--- src/cdm_pkg.sv ---
// Shared constants and types of the carrier data modulator.
package cdm_pkg;

   // ==========================================================================
   // Register map (byte addresses on the 32-bit slave bus)
   localparam int          CDM_ADDR_W        = 5;
   localparam logic [4:0]  CDM_OFS_MAIN      = 5'h00;
   localparam logic [4:0]  CDM_OFS_CARRIER   = 5'h04;
   localparam logic [4:0]  CDM_OFS_DATA_SRC  = 5'h08;
   localparam logic [4:0]  CDM_OFS_HIGH_CAR  = 5'h0C;
   localparam logic [4:0]  CDM_OFS_LOW_CAR   = 5'h10;

   // ==========================================================================
   // Field positions
   localparam int          CDM_MAIN_ENABLE_BIT   = 7;
   localparam int          CDM_MAIN_OUT_BIT      = 5;
   localparam int          CDM_MAIN_OINV_BIT     = 4;
   localparam int          CDM_MAIN_SOFT_BIT     = 0;
   localparam int          CDM_CAR_HINV_BIT      = 5;
   localparam int          CDM_CAR_HSYNC_BIT     = 4;
   localparam int          CDM_CAR_LINV_BIT      = 1;
   localparam int          CDM_CAR_LSYNC_BIT     = 0;

   // ==========================================================================
   // Source select widths and codes
   localparam int          CDM_DSEL_W        = 5;
   localparam int          CDM_CSEL_W        = 4;
   localparam logic [4:0]  CDM_DSEL_PIN      = 5'h00;
   localparam logic [4:0]  CDM_DSEL_SOFT     = 5'h01;
   localparam logic [4:0]  CDM_DSEL_LAST     = 5'h13;
   localparam logic [3:0]  CDM_CSEL_PIN      = 4'h0;
   localparam logic [3:0]  CDM_CSEL_SYSCLK   = 4'h1;

   // ==========================================================================
   // Reset values
   localparam logic [4:0]  CDM_DSEL_RESET    = 5'h00;
   localparam logic [3:0]  CDM_CSEL_RESET    = 4'h0;

   // Software configuration of the mixer.
   typedef struct packed {
      logic                  mixer_enable;
      logic                  output_invert;
      logic                  soft_data_bit;
      logic                  high_carrier_invert;
      logic                  high_carrier_edge_sync;
      logic                  low_carrier_invert;
      logic                  low_carrier_edge_sync;
      logic [CDM_DSEL_W-1:0] data_source_select;
      logic [CDM_CSEL_W-1:0] high_carrier_select;
      logic [CDM_CSEL_W-1:0] low_carrier_select;
   } cdm_cfg_t;

   localparam cdm_cfg_t    CDM_CFG_RESET = '{
      mixer_enable:           1'b0,
      output_invert:          1'b0,
      soft_data_bit:          1'b0,
      high_carrier_invert:    1'b0,
      high_carrier_edge_sync: 1'b0,
      low_carrier_invert:     1'b0,
      low_carrier_edge_sync:  1'b0,
      data_source_select:     CDM_DSEL_RESET,
      high_carrier_select:    CDM_CSEL_RESET,
      low_carrier_select:     CDM_CSEL_RESET
   };

endpackage

--- src/cdm_modulator.sv ---
// Carrier data modulator with its Avalon-MM register slave.
//
// The implementer's own choices: the register addresses and register access over Avalon-MM.
`timescale 1ns/1ps
`default_nettype none

module cdm_modulator
   import cdm_pkg::*;
(
   input  wire logic                        clock,
   input  wire logic                        arst_n,
   input  wire logic [cdm_pkg::CDM_ADDR_W-1:0] avs_address,
   input  wire logic                        avs_read,
   input  wire logic                        avs_write,
   input  wire logic [31:0]                 avs_writedata,
   input  wire logic [3:0]                  avs_byteenable,
   output logic      [31:0]                 avs_readdata,
   output logic                             avs_waitrequest,
   input  wire logic                        data_pin_route,
   input  wire logic [19:2]                 data_src_in,
   input  wire logic                        carrier_pin_route_high,
   input  wire logic                        carrier_pin_route_low,
   input  wire logic [15:2]                 carrier_src_in,
   output logic                             mixed_output
);
   import cdm_pkg::*;

   // ==========================================================================
   // Register slave
   cdm_cfg_t    cfg_reg;
   cdm_cfg_t    cfg_next;
   logic        ack_reg;
   logic [31:0] readdata_reg;
   logic        out_sample_reg;
   logic        sel_high_reg;
   logic        car_h_q_reg;
   logic        car_l_q_reg;

   wire         req_w      = avs_read | avs_write;
   wire         wr_take_w  = avs_write & ack_reg & avs_byteenable[0];
   wire [7:0]   wbyte_w    = avs_writedata[7:0];
   wire         hit_main_w = avs_address == CDM_OFS_MAIN;
   wire         hit_car_w  = avs_address == CDM_OFS_CARRIER;
   wire         hit_dsrc_w = avs_address == CDM_OFS_DATA_SRC;
   wire         hit_hcar_w = avs_address == CDM_OFS_HIGH_CAR;
   wire         hit_lcar_w = avs_address == CDM_OFS_LOW_CAR;

   // One wait state: the first cycle of a request is stretched, the second is answered.
   assign avs_waitrequest = req_w & ~ack_reg;
   assign avs_readdata    = readdata_reg;

   always_comb
   begin
      cfg_next = cfg_reg;
      if (wr_take_w && hit_main_w)
      begin
         cfg_next.mixer_enable  = wbyte_w[CDM_MAIN_ENABLE_BIT];
         cfg_next.output_invert = wbyte_w[CDM_MAIN_OINV_BIT];
         cfg_next.soft_data_bit = wbyte_w[CDM_MAIN_SOFT_BIT];
      end
      if (wr_take_w && hit_car_w)
      begin
         cfg_next.high_carrier_invert    = wbyte_w[CDM_CAR_HINV_BIT];
         cfg_next.high_carrier_edge_sync = wbyte_w[CDM_CAR_HSYNC_BIT];
         cfg_next.low_carrier_invert     = wbyte_w[CDM_CAR_LINV_BIT];
         cfg_next.low_carrier_edge_sync  = wbyte_w[CDM_CAR_LSYNC_BIT];
      end
      if (wr_take_w && hit_dsrc_w)
      begin
         cfg_next.data_source_select = wbyte_w[CDM_DSEL_W-1:0];
      end
      if (wr_take_w && hit_hcar_w)
      begin
         cfg_next.high_carrier_select = wbyte_w[CDM_CSEL_W-1:0];
      end
      if (wr_take_w && hit_lcar_w)
      begin
         cfg_next.low_carrier_select = wbyte_w[CDM_CSEL_W-1:0];
      end
   end

   wire [31:0] rd_main_w = 32'({cfg_reg.mixer_enable, 1'b0, out_sample_reg,
                                cfg_reg.output_invert, 3'b000, cfg_reg.soft_data_bit});
   wire [31:0] rd_car_w  = 32'({cfg_reg.high_carrier_invert, cfg_reg.high_carrier_edge_sync,
                                2'b00, cfg_reg.low_carrier_invert, cfg_reg.low_carrier_edge_sync});
   wire [31:0] rd_mux_w  = hit_main_w ? rd_main_w :
                           hit_car_w  ? rd_car_w :
                           hit_dsrc_w ? 32'(cfg_reg.data_source_select) :
                           hit_hcar_w ? 32'(cfg_reg.high_carrier_select) :
                           hit_lcar_w ? 32'(cfg_reg.low_carrier_select) : 32'h00000000;

   always_ff @(posedge clock or negedge arst_n)
   begin
      if (!arst_n)
      begin
         cfg_reg      <= CDM_CFG_RESET;
         ack_reg      <= 1'b0;
         readdata_reg <= 32'h00000000;
      end
      else
      begin
         cfg_reg <= cfg_next;
         ack_reg <= req_w & ~ack_reg;
         if (avs_read && !ack_reg)
         begin
            readdata_reg <= rd_mux_w;
         end
      end
   end

   // ==========================================================================
   // Source selection
   wire        en_w = cfg_reg.mixer_enable;
   wire [4:0]  dsel_w = cfg_reg.data_source_select;
   wire [3:0]  hsel_w = cfg_reg.high_carrier_select;
   wire [3:0]  lsel_w = cfg_reg.low_carrier_select;

   wire        data_sel_w = (dsel_w == CDM_DSEL_PIN)  ? data_pin_route :
                            (dsel_w == CDM_DSEL_SOFT) ? cfg_reg.soft_data_bit :
                            (dsel_w <= CDM_DSEL_LAST) ? data_src_in[dsel_w] : 1'b0;
   wire        data_w     = en_w ? data_sel_w : cfg_reg.soft_data_bit;

   // The system clock feeds the mix directly so its full rate reaches the pin.
   wire        car_h_sel_w = (hsel_w == CDM_CSEL_PIN)    ? carrier_pin_route_high :
                             (hsel_w == CDM_CSEL_SYSCLK) ? clock : carrier_src_in[hsel_w];
   wire        car_l_sel_w = (lsel_w == CDM_CSEL_PIN)    ? carrier_pin_route_low :
                             (lsel_w == CDM_CSEL_SYSCLK) ? clock : carrier_src_in[lsel_w];

   wire        car_h_w = en_w & (car_h_sel_w ^ cfg_reg.high_carrier_invert);
   wire        car_l_w = en_w & (car_l_sel_w ^ cfg_reg.low_carrier_invert);

   // ==========================================================================
   // Carrier synchronisation
   // The running carrier is judged from its sampled level, so a switch may lag
   // the carrier's fall by up to one clock; carriers faster than the clock are
   // best used without synchronisation.
   wire        cur_sync_w = sel_high_reg ? cfg_reg.high_carrier_edge_sync
                                         : cfg_reg.low_carrier_edge_sync;
   wire        cur_car_q_w = sel_high_reg ? car_h_q_reg : car_l_q_reg;
   wire        hold_w = en_w & (data_w != sel_high_reg) & cur_sync_w & cur_car_q_w;
   wire        sel_high_w = hold_w ? sel_high_reg : data_w;

   always_ff @(posedge clock or negedge arst_n)
   begin
      if (!arst_n)
      begin
         sel_high_reg   <= 1'b0;
         car_h_q_reg    <= 1'b0;
         car_l_q_reg    <= 1'b0;
         out_sample_reg <= 1'b0;
      end
      else
      begin
         sel_high_reg   <= sel_high_w;
         car_h_q_reg    <= car_h_w;
         car_l_q_reg    <= car_l_w;
         out_sample_reg <= mixed_output;
      end
   end

   // ==========================================================================
   // Mixing and output
   // The path from carrier to pin is kept free of flip-flops on purpose.
   wire        mix_w = sel_high_w ? car_h_w : car_l_w;

   assign mixed_output = en_w & (mix_w ^ cfg_reg.output_invert);

endmodule

`default_nettype wire

--- config.mk ---
export PLATFORM = sky130hd
export DESIGN_NAME = cdm_modulator
export DESIGN_NICKNAME = d
export VERILOG_FILES = /design/src/cdm_pkg.sv /design/src/cdm_modulator.sv
export SDC_FILE = /design/constraint.sdc
export NUM_CORES = 1
export LEC_CHECK = 0
export ABC_CLOCK_PERIOD_IN_PS = 2000
export BUFFER_PORTS_ARGS = -buffer_cell sky130_fd_sc_hd__buf_2
export CORE_ASPECT_RATIO = 1.5
export CORE_UTILIZATION = 40
export CTS_CLUSTER_DIAMETER = 120
export CTS_CLUSTER_SIZE = 16
export DETAILED_ROUTE_END_ITERATION = 16
export GPL_ROUTABILITY_DRIVEN = 1
export PLACE_DENSITY = 0.76
export SLEW_MARGIN = 20
export SYNTH_ARGS = -nofsm -noshare
export SYNTH_HDL_FRONTEND = slang
export SYNTH_SLANG_ARGS = --single-unit
--- constraint.sdc ---
create_clock -name clock -period 2 [get_ports clock]
set_input_delay 0.1 -clock clock [delete_from_list [all_inputs] [get_ports clock]]
set_output_delay 0.1 -clock clock [all_outputs]
set_load 0.05 [all_outputs]
# Word level (Yosys, flattened, before mapping)
# Cells that the tools add are included.
# word_totals
regBits	57
input_bits	80
out_inout_bits	34
elab_cells	76
# op_classes
n_lt_le_gt_ge	4
n_eq_ne	8
n_mux	23
n_bitwise	14
reduce_logical	11
# op_table
cell	count
1-bit 2-to-1 mux	15
5-bit by 4-bit == test with 1-bit output (second input constant)	2
5-bit logical NOT	2
4-bit by 5-bit < comparator with 1-bit output (second input constant)	2
1-bit AND	9
1-bit binary-select mux with 4-bit select	2
4-bit by 1-bit == test with 1-bit output (second input constant)	2
4-bit logical NOT	2
4-bit 2-to-1 mux	2
8-bit 2-to-1 mux	1
1-bit logical AND	6
5-bit by 6-bit < comparator with 1-bit output (second input constant)	1
6-bit 2-to-1 mux	1
1-bit binary-select mux with 5-bit select	1
5-bit by 1-bit == test with 1-bit output (second input constant)	1
5-bit by 3-bit == test with 1-bit output (second input constant)	1
5-bit == test (second input constant)	1
5-bit <= comparator (second input constant)	1
5-bit 2-to-1 mux	1
1-bit XOR	3
1-bit logical NOT	1
1-bit inequality test	1
1-bit inverter	1
1-bit bitwise OR	1

# Logic depth before layout (Yosys ltp)
# Gate-level depths: netlist of run 1.
# depth
depth_word	14
depth_mapped	7
depth_no_buf	6

==> run metrics, run 1 <==
CTS tree done; number of synthesized flops with an enable pin 0; Setup WS post-layout -1.39 ns; Max Cap Viol 0; global route overflow 0; final hold slack about 0.04 ns; drt drc 0; final WL 5.32 mm; top post-synthesis cells by area dfrtp_1 (39%), mux2_2 (11%), mux4_2 (11%); CP Cell Sequence clkbuf_16 > buf_8 > mux4_2 > mux4_2 > xnor2_2 > clkbuf_8 > and3_4 > o21ai_4 > o311ai_4 > clkbuf_8 > buf_8; DR iter-0 viols 40; proportion of netlist area held by the largest area contributor 0.391; post-synth top area cell dfrtp_1; synthesized cell area 2050 sq um; clk_lat worst skew 0.40 ns; Warnings, synthesis 0; Lkg Pwr 1.43 nW; Initial Util 0.419; total power between 2 and 3 mW; Post-synth ARST share 1.00; top cells by count, synth dfrtp_1 (32), buf_4 (25), mux2_2 (20), nand2_1 (13), mux4_2 (10); Worst Tran Pin Value 0.732 ns; first-pass iteration count of the detailed router 4; status complete, but fails checks; switching power 0.816 mW; post-place setup slack -0.822 ns; buffers added on ports 60; Synth cell types 39; worst setup path class clk -> out; layout cells sized above 1 0.527; element type at the critical path end output port; P_int 1.87 mW; syn_area_per_cell between 10 and 15 sq um; ANT cells 0; most common cell in the netlist dfrtp_1; vias per std cell 5.20; Final ANT Viol Nets 0; Startpoint Class clock port; Die Height 89.6 um; Worst Path Arrival 3.29 ns; violated checks setup timing; power share of the clock group 0.524; register area share after synthesis 0.391; max incr delay on CP between 0.5 and 0.6 ns; max reg flops 7; combinational share of power 0.184; Placement Rows 31; part of the power in registers 0.292; Worst VDD drop 775 uV; final hold violations 0; Post-Route Skew 0.00579 ns; Fill cells 420; Worst path slowest cell mux4_2; ys flop type dfrtp_1; chip width between 60 and 70 um; Die ar. 5410 sq um; Total Nets Final 355; hpwl dp 3.76 mm; Setup violations, final 6; Clock transition at path regs 0.07 ns; RePlAce Congestion 0.856; unrepaired setup endpoints after global routing true; Fin Setup TNS -3.10 ns; DR vias 1794; vias in the first global route approximately 1900; first-pass GRT wire length 8.12 mm; Slew Limit Fails 0; relative max-transition margin 0.512; routed len/inst 15.4 um; Tot GR Track Use 0.227; initial antenna violation count 0; Sw Share 0.304; register-to-register setup slack -0.64 ns; Yosys reg bits 32; area grow syn2layout 43.9%; I/O pin count ~110; placeable core area 4890 sq um; Worst Path Required 1.90 ns; largest net degree at the start of global routing 33; Synth Instances 174; Cell Pwr Density slightly above 900 nW/um^2; Hold Path Class in -> reg; CP max FO 2
==> cells by family after synthesis <==
family / after synthesis / share of synthesized area
multiplexers: 38 / 0.291
AND/OR/NAND/NOR: 38 / 0.0924
buffers and inverters: 34 / 0.114
flip-flops: 32 / 0.391
AO/OA/AOI/OAI: 29 / 0.0966
XOR/XNOR: 2 / 0.0122
other: 1 / 0.00183
==> path summary, 6_finish.rpt <==
kind	cells past startpoint	end	startpoint
setup / recovery	11	mixed_output	clock
hold / removal	2	cfg_reg[17]$_DFFE_PN0P_	avs_writedata[0]
setup reg to reg	8	out_sample_reg$_DFF_PN0_	lsel_w[0]$_DFFE_PN0P_
hold reg to reg	1	ack_reg$_DFF_PN0_	ack_reg$_DFF_PN0_
max in group asynchronous	2	dsel_w[0]$_DFFE_PN0P_	arst_n
min in group asynchronous	2	ack_reg$_DFF_PN0_	arst_n
==> power groups by stage <==
stage | logic, mW | registers, mW | clock network, mW
3_5_place_dp | 0.434 | 0.794 | 0.169
6_report | 0.493 | 0.784 | 1.41
5_1_grt | 0.527 | 0.791 | 1.49
3_3_place_gp | 0.426 | 0.790 | 0.169
2_1_floorplan | 0.337 | 0.779 | 0.159
4_1_cts | 0.492 | 0.781 | 1.40
==> cells in the final DEF, fill, tap and decap left out, drive strengths merged <==
cell / netlist / layout
a31o: 1 / 1
and3: 2 / 2
or4: 1 / 1
a21boi: 1 / 1
inv: 3 / 3
mux4: 14 / 14
a22oi: 2 / 2
nor4b: 1 / 1
buf: 30 / 85
a21o: 1 / 1
o21ai: 9 / 9
nor4: 3 / 3
o41ai: 1 / 1
mux2i: 4 / 4
o211ai: 1 / 1
nor3b: 1 / 1
a32oi: 1 / 1
nand3: 3 / 3
nor2: 8 / 8
dlygate4sd3: 0 / 9
a21oi: 6 / 6
mux2: 20 / 20
o311ai: 1 / 1
o31ai: 1 / 1
clkinv: 0 / 1
xnor2: 2 / 2
clkbuf: 1 / 16
conb: 1 / 25
nand4b: 1 / 1
o22ai: 1 / 1
dfrtp: 32 / 32
a22o: 2 / 2
a211oi: 1 / 1
nand2: 13 / 13
nand2b: 5 / 5
bufinv: 0 / 1
==> routing by layer <==
layer / track usage / vias to the layer above / share of wire
li1: - / 806 / -
met1: 0.214 / 850 / 0.36
met2: 0.344 / 114 / 0.52
met3: 0.110 / 24 / 0.075
met4: 0.233 / 0 / 0.045
met5: 0 / - / 0
==> final cells by class <==
class / count / area, sq um / share of cell area
multi-input combinational: 132 / 1170 / 0.399
sequential: 32 / 803 / 0.273
timing repair buffer: 87 / 536 / 0.182
clock buffer: 23 / 304 / 0.103
tap: 66 / 82.6 / 0.0280
clock inverter: 2 / 33.8 / 0.0115
inverter: 3 / 11.3 / 0.00382
==> stage by stage <==
step / util / cell area, sq um / std cells
floorplan: - / 2170 / 198
global placement: 0.497 / 2430 / 307
detailed placement: 0.497 / 2430 / 307
CTS: 0.599 / 2930 / 345
global route: 0.602 / 2940 / 345
finish: 0.602 / 2940 / 345
==> worst max-delay path, delay by kind of cell <==
family | cells | cell delay (ns)
AOI/OAI and AO/OA | 2 | 0.32
and+or+nand+nor | 1 | 0.15
muxes | 2 | 0.96
buffers and inverters | 5 | 0.67
xor gates and xnor gates | 1 | 0.18
==> timing repair <==
item                       in CTS  in global routing
resized for setup              16                  5
setup buffers                   8                  2
setup endpoints to repair       9                  6
hold buffers                    9                  0
hold endpoints to repair       48                  0
pin swaps                       6                  5
No activity file was read; power rests on OpenSTA's default activity.
==> run 2: changes to the inputs <==
--- a/config.mk
+++ b/config.mk
@@ -7,7 +7,6 @@
 export LEC_CHECK = 0
 export ABC_CLOCK_PERIOD_IN_PS = 2000
 export BUFFER_PORTS_ARGS = -buffer_cell sky130_fd_sc_hd__buf_2
-export CORE_ASPECT_RATIO = 1.5
 export CORE_UTILIZATION = 40
 export CTS_CLUSTER_DIAMETER = 120
 export CTS_CLUSTER_SIZE = 16
==> run 2 against run 1 <==
  * The run still ends with setup timing left
  * First-iteration DRC count up 45%
  * Die area decreased by 0.10%
  * Non-clock buffer count shrank 1
  * Final cell count rose by 0.58%
  * Routed wire length increased by 2.5%
  * Highest routed layer unchanged
==> run metrics, run 2 (same netlist as run 1, synthesis figures left out) <==
final cell count without fillers 347 (+0.58%); Placement Rows 25 (-19%); switching power 0.832 mW (+2.0%); Tot GR Track Use 0.223 (-0.00491); Worst VDD drop 640 uV (-17%); layout cells sized above 1 0.518 (-0.00902); vias per std cell 5.22 (+0.42%); final WL 5.45 mm (+2.5%); worst r2r path cells 9 (+1); worst setup path class clk -> out; max reg flops 7 (unchanged); DR iter-0 viols 58 (+45%); Startpoint Class clock port; met1 GRT Util 0.239 (+0.0256); Sw Share 0.312 (+0.00803); clk_lat worst skew 0.39 ns (about the same); routed len/inst 15.7 um (+1.9%); placed cell areas 2420 sq um (-0.57%); first-pass GRT wire length 8.34 mm (+2.7%); register-to-register setup slack -0.80 ns (-0.16 ns); worst r2r src lsel_w[0]$_DFFE_PN0P_; hpwl dp 3.63 mm (-3.4%); CP max FO 2 (unchanged); Clock transition at path regs 0.07 ns (about the same); Worst Tran Pin Value 0.750 ns (+0.0183 ns); buffers added on ports 60 (unchanged); ANT cells 0 (unchanged); combinational share of power 0.179 (-0.005); RePlAce Congestion 0.904 (+5.6%); relative max-transition margin 0.500 (-0.0122); P_int 1.84 mW (-1.8%); I/O pin count 114 (unchanged); Initial Util 0.425 (+0.00609); Hold Path Class in -> reg; Worst path slowest cell mux4_2; grt met3 use 0.126 (+0.0159); DR vias 1812 (+1.0%); global route overflow 0 (unchanged); element type at the critical path end output port; Post-Route Skew 0.00606 ns (+0.000271 ns); status complete, but fails checks; Lkg Pwr 1.43 nW (about the same); final hold violations 0 (unchanged); Setup WS post-layout -1.40 ns (-0.0118 ns); Crit Reg-Reg Endpoint out_sample_reg$_DFF_PN0_; Die ar. 5400 sq um (-0.10%); Worst Path Required 1.90 ns (about the same); area grow syn2layout 43.6%; Worst Path Arrival 3.30 ns (about the same); max incr delay on CP 0.58 ns (+0.06 ns); Critical Path Start clock; most frequent cells in the layout buf_2 (59), dfrtp_1 (30), conb_1 (25); busiest grt layer met2; Slew Limit Fails 0 (unchanged); CP Cell Sequence clkbuf_16 > buf_8 > mux4_2 > mux4_2 > xnor2_4 > buf_6 > clkbuf_8 > o311ai_4 > clkbuf_8 > buf_12; Fin Setup TNS -3.28 ns (-0.186 ns); initial antenna violation count 0 (unchanged); Setup violations, final 6 (unchanged); chip width 73.5 um (+22%); dpl cells 306 (-0.33%); GR Util met2 0.304 (-0.0399); Cell Pwr Density 908 nW/um^2 (-0.43%); Die Height 73.5 um (-18%); largest net degree at the start of global routing 33 (unchanged); drt drc 0 (unchanged); vias in the first global route 1848 (-1.2%); Final ANT Viol Nets 0 (unchanged); Total Nets Final 356 (+0.28%); part of the power in registers 0.297 (+0.005); first-pass iteration count of the detailed router 5 (+1); CTS tree done; Worst Setup EP mixed_output; unrepaired setup endpoints after global routing true; placeable core area 4820 sq um (-1.4%); power share of the clock group 0.524 (about the same); violated checks setup timing; Max Cap Viol 0 (unchanged); Finished Cell Area 2940 sq um (-0.21%); commonest non-fill, non-tap cell in the layout buf_2
## run 2: cell types whose count changed in the layout (fill, tap and decap cells not counted), sizes merged
cell / before / now
clkbuf: 16 / 17
## run 2: metrics by stage
step / power [mW] / hold WS [ns] / util / worst slack (ns)
floorplan: 1.28 / -0.196 / - / -0.868
global route: 2.78 / 0.0556 / 0.610 / -1.47
global placement: 1.37 / 0.186 / 0.502 / -0.823
CTS: 2.58 / 0.0484 / 0.594 / -1.44
detailed placement: 1.39 / 0.202 / 0.502 / -0.823
finish: 2.67 / 0.0597 / 0.610 / -1.40
## run 2: cell type report
class,instances,area (sq um)
sequential,32,803
tap,67,83.8
inverter,3,11.3
fill,389,1880
clock buffer,25,303
clock inverter,2,35.0
timing repair buffer,86,528
multi-input combinational,132,1170
## run 2: what timing repair did
item,in CTS,in global routing
buffers inserted,6,6
cloned,0,0
hold endpoints to repair,48,0
hold buffers,9,0
pin swaps,7,4
endpoints found under the setup margin,7,6
resized for setup,13,7
## run 2: worst max-delay path: cells and delay by family
kind	cells	cell delay, ns
XOR/XNOR	1	0.18
buffers and inverters	6	0.79
AO/OA/AOI/OAI	1	0.30
multiplexers	2	1.03
## run 2: worst min path at each step
stage	start	end	slack, ns	cells past startpoint
floorplan	arst_n	ack_reg$_DFF_PN0_	-0.20	0
global placement	arst_n	out_sample_reg$_DFF_PN0_	0.19	1
detailed placement	arst_n	out_sample_reg$_DFF_PN0_	0.20	1
CTS	avs_writedata[0]	cfg_reg[13]$_DFFE_PN0P_	0.05	2
global route	avs_writedata[0]	cfg_reg[17]$_DFFE_PN0P_	0.06	2
finish	avs_writedata[0]	cfg_reg[13]$_DFFE_PN0P_	0.06	2
## run 2: metal layers
| metal | vias up | wire length, um | part of all wire |
|---|---|---|---|
| met2 | 118 | 2590 | 0.48 |
| met1 | 864 | 2150 | 0.39 |
| met5 | - | 0 | 0 |
| li1 | 808 | - | - |
| met4 | 0 | 213 | 0.039 |
| met3 | 22 | 495 | 0.091 |
## run 2: power groups by stage
stage | combinational (mW) | sequential (mW) | clock [mW]
4_1_cts | 0.467 | 0.792 | 1.32
2_1_floorplan | 0.337 | 0.779 | 0.159
5_1_grt | 0.509 | 0.805 | 1.47
3_3_place_gp | 0.409 | 0.795 | 0.169
3_5_place_dp | 0.420 | 0.798 | 0.169
6_report | 0.477 | 0.794 | 1.40
